**config.mk**
```make
export PLATFORM = sky130hd
export DESIGN_NAME = sdl_host_flat
export DESIGN_NICKNAME = d
export VERILOG_FILES = /design/src/common/sdl_pkg.sv /design/src/common/sdl_if.sv /design/src/rtl/sdl_host.sv /design/src/flat_wrapper.sv
export SDC_FILE = /design/constraint.sdc
export NUM_CORES = 2
export LEC_CHECK = 0
export BUFFER_PORTS_ARGS = -buffer_cell sky130_fd_sc_hd__clkbuf_2
export CORE_UTILIZATION = 48
export DETAILED_ROUTE_END_ITERATION = 10
export PLACE_DENSITY = 0.78
export SYNTH_ARGS = -nofsm -noshare
export SYNTH_HDL_FRONTEND = slang
export SYNTH_SLANG_ARGS = --single-unit
```
**constraint.sdc**
```tcl
create_clock -name clk_i -period 5.9 [get_ports clk_i]
set_clock_uncertainty 0.1 [all_clocks]
set_input_delay 0.295 -clock clk_i [delete_from_list [all_inputs] [get_ports clk_i]]
set_output_delay 0.295 -clock clk_i [all_outputs]
set_load 0.01 [all_outputs]
```
**src/common/sdl_pkg.sv**
```systemverilog
// Shared constants for the synchronous data link: host and position unit
// ************************************************************************
// Package
// ************************************************************************
package sdl_pkg;
    localparam int DW = 16;                  // Word width of the shared area
    localparam int AIW = 7;                  // Word index width on the link
    localparam int VW = 8;                   // Version code width, major.minor nibbles
    localparam int AREA_FIRST = 1200;        // First word of the shared area
    localparam int AREA_LAST = 1295;         // Last word of the shared area
    localparam int AREA_WORDS = AREA_LAST - AREA_FIRST + 1;
    localparam int IN_MAX = 64;              // Largest input region of one unit
    localparam int OUT_MAX = 2 ** AIW;       // Output shadow covers every index
    localparam logic [VW-1:0] VER_MIN = 8'h13;   // Oldest host version accepted
    localparam int CLK_MHZ = 250;            // Clock rate, cycles per microsecond
    localparam int CYC_MIN_US = 500;         // Shortest sync cycle, 0.5 ms
    localparam int CYC_MAX_US = 10000;       // Longest sync cycle, 10 ms
    localparam logic [15:0] CYC_RST_US = 16'h03E8;  // Sync cycle after reset, 1 ms
    localparam int CTRL_US = 500;            // Unit internal control cycle
    localparam int CTRL_CYC = CTRL_US * CLK_MHZ;
    localparam int CYC_CW = 24;              // Width of the sync period counter
    // Host register indices
    localparam logic [11:0] RA_CTRL = 12'h000;
    localparam logic [11:0] RA_CYCLE = 12'h001;
    localparam logic [11:0] RA_IN_START = 12'h002;
    localparam logic [11:0] RA_OUT_SIZE = 12'h003;
    localparam logic [11:0] RA_IN_SIZE = 12'h004;
    localparam logic [11:0] RA_STATUS = 12'h005;
    localparam logic [11:0] RA_IRQ_STAT = 12'h006;
    localparam logic [11:0] RA_IRQ_MASK = 12'h007;
    localparam logic [11:0] RA_RESTART = 12'h008;
    // Field positions
    localparam int CTRL_EN = 0;              // Synchronous control enabled
    localparam int CTRL_REG = 1;             // Unit registered in system settings
    localparam int ST_LINK = 0;
    localparam int ST_UERR = 1;
    localparam int ST_BUSY = 2;
    localparam int IRQ_DONE = 0;             // Exchange finished
    localparam int IRQ_UERR = 1;             // Unit reported an error
    localparam logic [AIW-1:0] IN_START_RST = 7'h30;  // Input part at word 1248
    localparam logic [AIW-1:0] SIZE_RST = 7'h08;
endpackage

```
**src/common/sdl_if.sv**
```systemverilog
// Link between the host processor and one position unit
`timescale 1ns/1ns
`default_nettype none
interface sdl_if;
    import sdl_pkg::*;
    logic sync;                  // Sync pulse, one cycle
    logic link_en;               // Synchronous link enabled
    logic restart;               // Collective restart pulse
    logic [VW-1:0] host_ver;     // Host version code
    logic [AIW-1:0] in_size;     // Configured input region size
    logic out_vld;               // Output word strobe
    logic [AIW-1:0] out_idx;     // Output word index in the region
    logic [DW-1:0] out_dat;
    logic out_last;              // Last output word of this exchange
    logic in_vld;                // Input word strobe
    logic [AIW-1:0] in_idx;
    logic [DW-1:0] in_dat;
    logic in_last;               // Last input word of this exchange
    logic unit_err;              // Unit in error, level
    logic unit_run;              // Unit started on the link, level
    modport host (output sync, link_en, restart, host_ver, in_size, out_vld, out_idx,
        out_dat, out_last, input in_vld, in_idx, in_dat, in_last, unit_err, unit_run);
    modport unit (input sync, link_en, restart, host_ver, in_size, out_vld, out_idx,
        out_dat, out_last, output in_vld, in_idx, in_dat, in_last, unit_err, unit_run);
endinterface
`default_nettype wire

```
**src/rtl/sdl_host.sv**
```systemverilog
// Host end: sync pacing, shared word area and register port
`timescale 1ns/1ns
`default_nettype none
module sdl_host
    import sdl_pkg::*;
#(
    parameter int NU = 4,                          // Units on the rack
    parameter logic [VW-1:0] HOST_VER = 8'h14,     // Arbitrary version value
    parameter int TICKS_US = CLK_MHZ               // Clocks per microsecond of the sync cycle
)(
    input wire logic clk_i,
    input wire logic rst_b_i,
    input wire logic en_i,
    input wire logic [11:0] addr_i,
    input wire logic [DW-1:0] wdata_i,
    input wire logic wr_i,
    input wire logic rd_i,
    output logic [DW-1:0] rdata_o,
    output logic irq_o,
    output logic [NU-1:0] solo_restart_o,
    sdl_if.host lnk
);
    // ************************************************************************
    // Registers
    // ************************************************************************
    typedef enum logic [1:0] {H_IDLE, H_SEND, H_WAIT} sdl_hst_e;
    sdl_hst_e st_r;
    logic [1:0] ctrl_r;                 // Enable and registered bits
    logic [15:0] cyc_us_r;              // Sync cycle in microseconds
    logic [AIW-1:0] in_ofs_r;           // Input part start, offset in the area
    logic [AIW-1:0] out_size_r;
    logic [AIW-1:0] in_size_r;
    logic [1:0] irq_st_r;
    logic [1:0] irq_mk_r;
    logic [CYC_CW-1:0] per_cnt_r;
    logic [AIW-1:0] idx_r;
    logic uerr_d_r;
    logic [DW-1:0] mem [AREA_WORDS];    // Shared area, words 1200 to 1295
    logic link_on;
    logic sync_now;
    logic in_area;
    logic [11:0] aofs;
    logic [CYC_CW-1:0] period;
    logic done_ev;
    logic uerr_ev;

    assign link_on = ctrl_r[CTRL_EN] & ctrl_r[CTRL_REG];
    assign period = CYC_CW'(cyc_us_r * TICKS_US);
    assign sync_now = link_on && (per_cnt_r == period - 1'b1);
    assign aofs = addr_i - 12'(AREA_FIRST);
    assign in_area = (addr_i >= 12'(AREA_FIRST)) && (addr_i <= 12'(AREA_LAST));
    assign done_ev = (st_r == H_WAIT) && lnk.in_vld && lnk.in_last;
    assign uerr_ev = lnk.unit_err & ~uerr_d_r;
    assign irq_o = |(irq_st_r & irq_mk_r);
    assign lnk.link_en = link_on;
    assign lnk.host_ver = HOST_VER;
    assign lnk.in_size = in_size_r;

    // Configuration; out-of-range values are ignored
    always_ff @(posedge clk_i or negedge rst_b_i)
    begin
        if (!rst_b_i)
        begin
            ctrl_r <= 2'h0;
            cyc_us_r <= CYC_RST_US;
            in_ofs_r <= IN_START_RST;
            out_size_r <= SIZE_RST;
            in_size_r <= SIZE_RST;
            irq_mk_r <= 2'h0;
        end
        else if (en_i && wr_i)
        begin
            case (addr_i)
                RA_CTRL: ctrl_r <= wdata_i[1:0];
                RA_CYCLE:
                    if (wdata_i >= 16'(CYC_MIN_US) && wdata_i <= 16'(CYC_MAX_US))
                        cyc_us_r <= wdata_i;
                RA_IN_START:
                    if (wdata_i > 16'(AREA_FIRST) && wdata_i <= 16'(AREA_LAST))
                        in_ofs_r <= AIW'(wdata_i - 16'(AREA_FIRST));
                RA_OUT_SIZE:
                    if (wdata_i <= 16'(in_ofs_r))
                        out_size_r <= AIW'(wdata_i);
                RA_IN_SIZE:
                    if (wdata_i <= 16'(IN_MAX) && wdata_i + 16'(in_ofs_r) <= 16'(AREA_WORDS))
                        in_size_r <= AIW'(wdata_i);
                RA_IRQ_MASK: irq_mk_r <= wdata_i[1:0];
                default: ;
            endcase
        end
    end

    // Fixed-interval sync pacing
    always_ff @(posedge clk_i or negedge rst_b_i)
    begin
        if (!rst_b_i)
            per_cnt_r <= '0;
        else if (en_i)
            per_cnt_r <= (!link_on || sync_now) ? '0 : per_cnt_r + 1'b1;
    end

    // Exchange sequencer; a sync always restarts the exchange
    always_ff @(posedge clk_i or negedge rst_b_i)
    begin
        if (!rst_b_i)
        begin
            st_r <= H_IDLE;
            idx_r <= '0;
            lnk.sync <= 1'b0;
            lnk.out_vld <= 1'b0;
            lnk.out_idx <= '0;
            lnk.out_dat <= '0;
            lnk.out_last <= 1'b0;
        end
        else if (en_i)
        begin
            lnk.sync <= sync_now;
            lnk.out_vld <= 1'b0;
            lnk.out_last <= 1'b0;
            if (sync_now)
            begin
                st_r <= (out_size_r != '0) ? H_SEND : H_WAIT;
                idx_r <= '0;
            end
            else
            begin
                case (st_r)
                    H_SEND:
                    begin
                        // First unit's output starts at the area base
                        lnk.out_vld <= 1'b1;
                        lnk.out_idx <= idx_r;
                        lnk.out_dat <= mem[idx_r];
                        lnk.out_last <= (idx_r == out_size_r - 1'b1);
                        idx_r <= idx_r + 1'b1;
                        if (idx_r == out_size_r - 1'b1)
                            st_r <= (in_size_r != '0) ? H_WAIT : H_IDLE;
                    end
                    H_WAIT: if (done_ev || !link_on) st_r <= H_IDLE;
                    H_IDLE: ;
                    default: st_r <= H_IDLE;
                endcase
            end
        end
    end

    // Shared area: link input words win over a software write
    always_ff @(posedge clk_i)
    begin
        if (en_i)
        begin
            if (st_r == H_WAIT && lnk.in_vld
                && (32'(in_ofs_r) + 32'(lnk.in_idx) < AREA_WORDS))
                mem[in_ofs_r + lnk.in_idx] <= lnk.in_dat;
            else if (wr_i && in_area)
                mem[aofs[AIW-1:0]] <= wdata_i;
        end
    end

    // Interrupt status, set wins over write-one-to-clear
    always_ff @(posedge clk_i or negedge rst_b_i)
    begin
        if (!rst_b_i)
        begin
            irq_st_r <= 2'h0;
            uerr_d_r <= 1'b0;
        end
        else if (en_i)
        begin
            uerr_d_r <= lnk.unit_err;
            irq_st_r <= (irq_st_r & ~((wr_i && addr_i == RA_IRQ_STAT) ? wdata_i[1:0] : 2'h0))
                | {uerr_ev, done_ev};
        end
    end

    // Restart: collective while linked, single otherwise
    always_ff @(posedge clk_i or negedge rst_b_i)
    begin
        if (!rst_b_i)
        begin
            lnk.restart <= 1'b0;
            solo_restart_o <= '0;
        end
        else if (en_i)
        begin
            lnk.restart <= wr_i && addr_i == RA_RESTART && link_on && (|wdata_i[NU-1:0]);
            solo_restart_o <= (wr_i && addr_i == RA_RESTART && !link_on) ? wdata_i[NU-1:0] : '0;
        end
    end

    // Read data one cycle after the strobe
    always_ff @(posedge clk_i or negedge rst_b_i)
    begin
        if (!rst_b_i)
            rdata_o <= '0;
        else if (en_i)
        begin
            rdata_o <= '0;
            if (rd_i && in_area)
                rdata_o <= mem[aofs[AIW-1:0]];
            else if (rd_i)
            begin
                case (addr_i)
                    RA_CTRL: rdata_o <= 16'(ctrl_r);
                    RA_CYCLE: rdata_o <= cyc_us_r;
                    RA_IN_START: rdata_o <= 16'(AREA_FIRST) + 16'(in_ofs_r);
                    RA_OUT_SIZE: rdata_o <= 16'(out_size_r);
                    RA_IN_SIZE: rdata_o <= 16'(in_size_r);
                    RA_STATUS: rdata_o <= 16'({st_r != H_IDLE, lnk.unit_err, lnk.unit_run});
                    RA_IRQ_STAT: rdata_o <= 16'(irq_st_r);
                    RA_IRQ_MASK: rdata_o <= 16'(irq_mk_r);
                    default: rdata_o <= '0;
                endcase
            end
        end
    end
endmodule // sdl_host
`default_nettype wire

```
**src/flat_wrapper.sv**
```systemverilog
// flat-port wrapper written by rule: the top's interface ports become plain ports
module sdl_host_flat import sdl_pkg::*;
#(
    parameter int NU = 4,                                              
    parameter logic [VW-1:0] HOST_VER = 8'h14,                               
    parameter int TICKS_US = CLK_MHZ                                                          
)
  (clk_i, rst_b_i, en_i, addr_i, wdata_i, wr_i, rd_i, rdata_o, irq_o, solo_restart_o, lnk_sync, lnk_link_en, lnk_restart, lnk_host_ver, lnk_in_size, lnk_out_vld, lnk_out_idx, lnk_out_dat, lnk_out_last, lnk_in_vld, lnk_in_idx, lnk_in_dat, lnk_in_last, lnk_unit_err, lnk_unit_run);
  sdl_if lnk_i ();
  input wire logic clk_i;
  input wire logic rst_b_i;
  input wire logic en_i;
  input wire logic [11:0] addr_i;
  input wire logic [DW-1:0] wdata_i;
  input wire logic wr_i;
  input wire logic rd_i;
  output logic [DW-1:0] rdata_o;
  output logic irq_o;
  output logic [NU-1:0] solo_restart_o;
  output wire logic [$bits(lnk_i.sync)-1:0] lnk_sync;
  output wire logic [$bits(lnk_i.link_en)-1:0] lnk_link_en;
  output wire logic [$bits(lnk_i.restart)-1:0] lnk_restart;
  output wire logic [$bits(lnk_i.host_ver)-1:0] lnk_host_ver;
  output wire logic [$bits(lnk_i.in_size)-1:0] lnk_in_size;
  output wire logic [$bits(lnk_i.out_vld)-1:0] lnk_out_vld;
  output wire logic [$bits(lnk_i.out_idx)-1:0] lnk_out_idx;
  output wire logic [$bits(lnk_i.out_dat)-1:0] lnk_out_dat;
  output wire logic [$bits(lnk_i.out_last)-1:0] lnk_out_last;
  input wire logic [$bits(lnk_i.in_vld)-1:0] lnk_in_vld;
  input wire logic [$bits(lnk_i.in_idx)-1:0] lnk_in_idx;
  input wire logic [$bits(lnk_i.in_dat)-1:0] lnk_in_dat;
  input wire logic [$bits(lnk_i.in_last)-1:0] lnk_in_last;
  input wire logic [$bits(lnk_i.unit_err)-1:0] lnk_unit_err;
  input wire logic [$bits(lnk_i.unit_run)-1:0] lnk_unit_run;
  assign lnk_sync = lnk_i.sync;
  assign lnk_link_en = lnk_i.link_en;
  assign lnk_restart = lnk_i.restart;
  assign lnk_host_ver = lnk_i.host_ver;
  assign lnk_in_size = lnk_i.in_size;
  assign lnk_out_vld = lnk_i.out_vld;
  assign lnk_out_idx = lnk_i.out_idx;
  assign lnk_out_dat = lnk_i.out_dat;
  assign lnk_out_last = lnk_i.out_last;
  assign lnk_i.in_vld = lnk_in_vld;
  assign lnk_i.in_idx = lnk_in_idx;
  assign lnk_i.in_dat = lnk_in_dat;
  assign lnk_i.in_last = lnk_in_last;
  assign lnk_i.unit_err = lnk_unit_err;
  assign lnk_i.unit_run = lnk_unit_run;
  sdl_host #(.NU(NU), .HOST_VER(HOST_VER), .TICKS_US(TICKS_US)) u_core (.clk_i(clk_i), .rst_b_i(rst_b_i), .en_i(en_i), .addr_i(addr_i), .wdata_i(wdata_i), .wr_i(wr_i), .rd_i(rd_i), .rdata_o(rdata_o), .irq_o(irq_o), .solo_restart_o(solo_restart_o), .lnk(lnk_i));
endmodule
```
==> impl_metrics.py <==
metrics = {
    "outcome": {
        "status": "finished with violations",
        "violations": "setup timing",
    },
    "clocking": {
        "cts_sinks": 1660,
        "cts_tree": "yes",
        "cts_buffers": 165,
        "clockRootBuffer": "clkbuf_16",
        "htreeDepth": 4,
        "ctsLongestPathBuffers": 3,
        "clock_latency_ns": 0.81,
        "path_clk_slew_ns": 0.06,
    },
    "power": {
        "ir_worst_vdd_mv": 0.332,
        "leakagePower_uw": 0.0309,
        "power_density_mw_per_mm2": 323,
        "finalPower_uw": 30200,
    },
    "yosys": {
        "synth-edff-count": 1536,
        "async_flop_share": 0.0747,
        "synth_largest_area_cell": "edfxtp_1",
        "yosys-top-cells-area": "edfxtp_1, mux4_2, dfrtp_1",
        "synth_flop_cell": "edfxtp_1",
        "ys_ff_latch": 1660,
        "yosysUniqueCellTypes": 95,
        "synth_warnings": 0,
        "netlist_area_sq_mm": 0.0819,
        "syn_area_per_cell_sq_um": 19.3,
        "syn_inst": 4251,
        "synth_seq_area_share": 0.601,
        "synth.top_cell.area_share": 0.563,
    },
    "floorplan": {
        "initial_core_util": 0.483,
        "fp.dieArea_sq_mm": 0.172,
        "fp-row-count": 151,
        "die_w_microns": 415,
        "ios": 124,
        "core-area_sq_mm": 0.169,
        "die_y_microns": 415,
    },
    "final_layout": {
        "fillers": 12200,
        "nets": 4815,
        "multiInputGateArea_sq_mm": 0.0317,
        "area_growth_pct": 14.3,
        "drive_above_1_share": 0.411,
        "seq_area_sq_mm": 0.0493,
    },
    "setup_path": {
        "endpoint_kind": "flip-flop",
        "timing.reg2reg.setup_slack_ns": -0.50,
        "critPathMaxFanout": 6,
        "arrival_ns": 6.98,
        "timing.rr.start": "u_core.cyc_us_r[1]$_DFFE_PN0P_",
        "cp.required_ns": 6.47,
        "path_class": "reg2reg",
        "reg2regPathDepth": 20,
        "crit_path_start_kind": "flip-flop",
        "r2r_end": "u_core.lnk.out_dat[1]$_DFFE_PN0P_",
    },
    "sta": {
        "slew_headroom": 0.175,
        "worst_pin_slew_ns": 1.24,
        "setup_violations": 59,
        "fmax_mhz": 156,
        "drv_slew": 0,
        "rsz0062_at_grt": "true",
        "tns_ns": -22.82,
        "finalCritPeriodShare": 1.09,
        "finalWorstSetupSlack_ns": -0.504,
        "finalCriticalPeriod_ns": 6.40,
        "hold_viol": 0,
    },
    "drt": {
        "drtAntennaViolNets": 0,
        "via_count": 48800,
        "drtIter0Drc": 7111,
        "dr.pass1.iters": 8,
        "wl_microns": 241000,
        "wl_per_cell_microns": 34.6,
        "vias_per_cell": 7.01,
        "drc_errors": 0,
    },
    "run": {
        "cap_violations": 0,
    },
    "global_route": {
        "grt_pass1_vias": 49500,
        "grt_pass1_wl_microns": 346000,
        "grt-ovfl-total": 0,
        "grt_use_total": 0.280,
        "antenna_found_initial": 9,
        "grt_max_degree": 102,
    },
    "placed_design": {
        "io_buffers": 115,
        "dp_hpwl_microns": 143000,
        "gp_congestion": 0.924,
    },
    "worst_hold_path": {
        "holdPathStages": 5,
        "min_to": "u_core.lnk.restart$_DFFE_PN0P_",
        "hold_path.class": "in2reg",
        "worstHoldStart": "addr_i[7]",
    },
}
metal layers:
metal	vias to the layer above	GRT usage	wire length [microns]
met1	25400	0.349	79000
met4	8	0.156	16000
li1	18700	-	-
met5	-	0	48
met3	844	0.0801	31100
met2	3849	0.442	115000
cell usage after synthesis, drive strengths merged (8+ instances only):
cell and number:
mux4 992, o211ai 14, o21ai 51, dfrtp 114, mux2i 15, edfxtp 1536
inv 129, xor2 33, xnor2 47, nor4 14, nand2 155, or3 17
and2 10, nand3 29, ha 86, a211oi 9, nor2 218, a21oi 73
nor3 30, fa 56, a22o 12, a311oi 8, a21o 13, nand4 23
dfstp 10, mux2 71, a31oi 26, and3 13, clkbuf 185, nor2b 9
buf 121
worst max-delay path: stages (launching register included):
cell and delay, ns:
dfrtp_2 0.45, fa_1 0.55, inv_1 0.05, fa_1 0.45
fa_1 0.49, inv_1 0.05, fa_1 0.48, ha_4 0.32
a21o_1 0.20, a21oi_4 0.12, a2111oi_4 0.43, a211oi_4 0.09
a31oi_2 0.19, xnor3_1 0.28, or4_1 0.48, o2111a_2 0.20
a2111oi_4 0.40, o2111ai_4 0.24, nand3_4 0.20, buf_6 0.18
mux2_4 0.30
cell type report:
cell class / instances / area share
antenna: 1 / 0.0000267
sequential: 1660 / 0.526
clock buffer: 204 / 0.0470
tap: 2218 / 0.0296
timing repair buffer: 495 / 0.0427
multi-input combinational: 2160 / 0.339
clock inverter: 92 / 0.0109
inverter: 131 / 0.00525
timing repair:
item | 4_1_cts | 5_1_grt
hold endpoints to repair | 117 | 0
gates cloned | 2 | 1
setup buffers | 19 | 5
pin swaps | 16 | 9
resized for setup | 60 | 29
hold buffers | 26 | 0
endpoints found under the setup margin | 59 | 59
cell usage in the layout (no fill, tap or decap), types with 65 or more instances in the layout:
master,synthesis,final
nor2_1,218,121
edfxtp_1,1536,1536
nand2_1,155,155
nor2_2,0,97
clkbuf_2,0,110
mux4_2,992,992
dfrtp_1,114,105
clkbuf_16,0,170
inv_1,128,128
buf_4,11,310
ha_1,86,81
a21oi_1,70,65
flip-flops by register name (all words and copies together) (netlist names), 4 cells and up:
signal                 count
u_core.solo_restart_o      4
u_core.rdata_o            16
u_core.lnk.out_dat        16
u_core.out_size_r          7
u_core.lnk.in_size         7
u_core.mem              1536
u_core.in_ofs_r            7
u_core.lnk.out_idx         7
u_core.per_cnt_r          24
u_core.idx_r               7
u_core.cyc_us_r           16
how the worst max path moves through the flow:
stage | slack [ns] | startpoint | endpoint
floorplan | -0.28 | u_core.cyc_us_r[1]$_DFFE_PN0P_ | u_core.lnk.out_dat[2]$_DFFE_PN0P_
global placement | -0.52 | u_core.cyc_us_r[1]$_DFFE_PN0P_ | u_core.idx_r[3]$_DFFE_PN0P_
detailed placement | -0.64 | u_core.cyc_us_r[2]$_DFFE_PN0P_ | u_core.idx_r[3]$_DFFE_PN0P_
CTS | -0.51 | u_core.cyc_us_r[2]$_DFFE_PN0P_ | u_core.lnk.out_dat[4]$_DFFE_PN0P_
global route | -0.72 | u_core.cyc_us_r[2]$_DFFE_PN0P_ | u_core.lnk.out_dat[15]$_DFFE_PN0P_
finish | -0.50 | u_core.cyc_us_r[1]$_DFFE_PN0P_ | u_core.lnk.out_dat[1]$_DFFE_PN0P_
through the flow:
stage               worst slack (ns)  hold WS (ns)  cells  utilization  instance area [sq um]
finish                        -0.504         0.128   6961        0.553                  93700
global route                  -0.716         0.132   6960        0.553                  93700
CTS                           -0.511        0.0415   6958        0.552                  93600
detailed placement            -0.637         0.193   6615        0.516                  87400
global placement              -0.519         0.183   6615        0.516                  87400
floorplan                     -0.284        -0.101   4257            -                  82000
power breakdown:
group          total, uW  switching [uW]  internal [uW]
Clock              10700            4570           6170
Combinational       6250            3530           2720
Sequential         13200             254          13000
Total              30200            8360          21900
cell families (layout without fill, tap and decap cells):
kind of cell / after synthesis / in the layout / synth area share
AND/OR/NAND/NOR: 564 / 564 / 0.0320
flip-flops: 1660 / 1660 / 0.601
AO/OA/AOI/OAI: 285 / 285 / 0.0246
other: 2 / 9 / 0.0000917
XOR/XNOR: 83 / 83 / 0.00939
multiplexers: 1078 / 1078 / 0.285
adder cells (fa/ha/maj): 142 / 142 / 0.0268
buffers and inverters: 437 / 922 / 0.0211
Power figures use the tool's default switching activity.
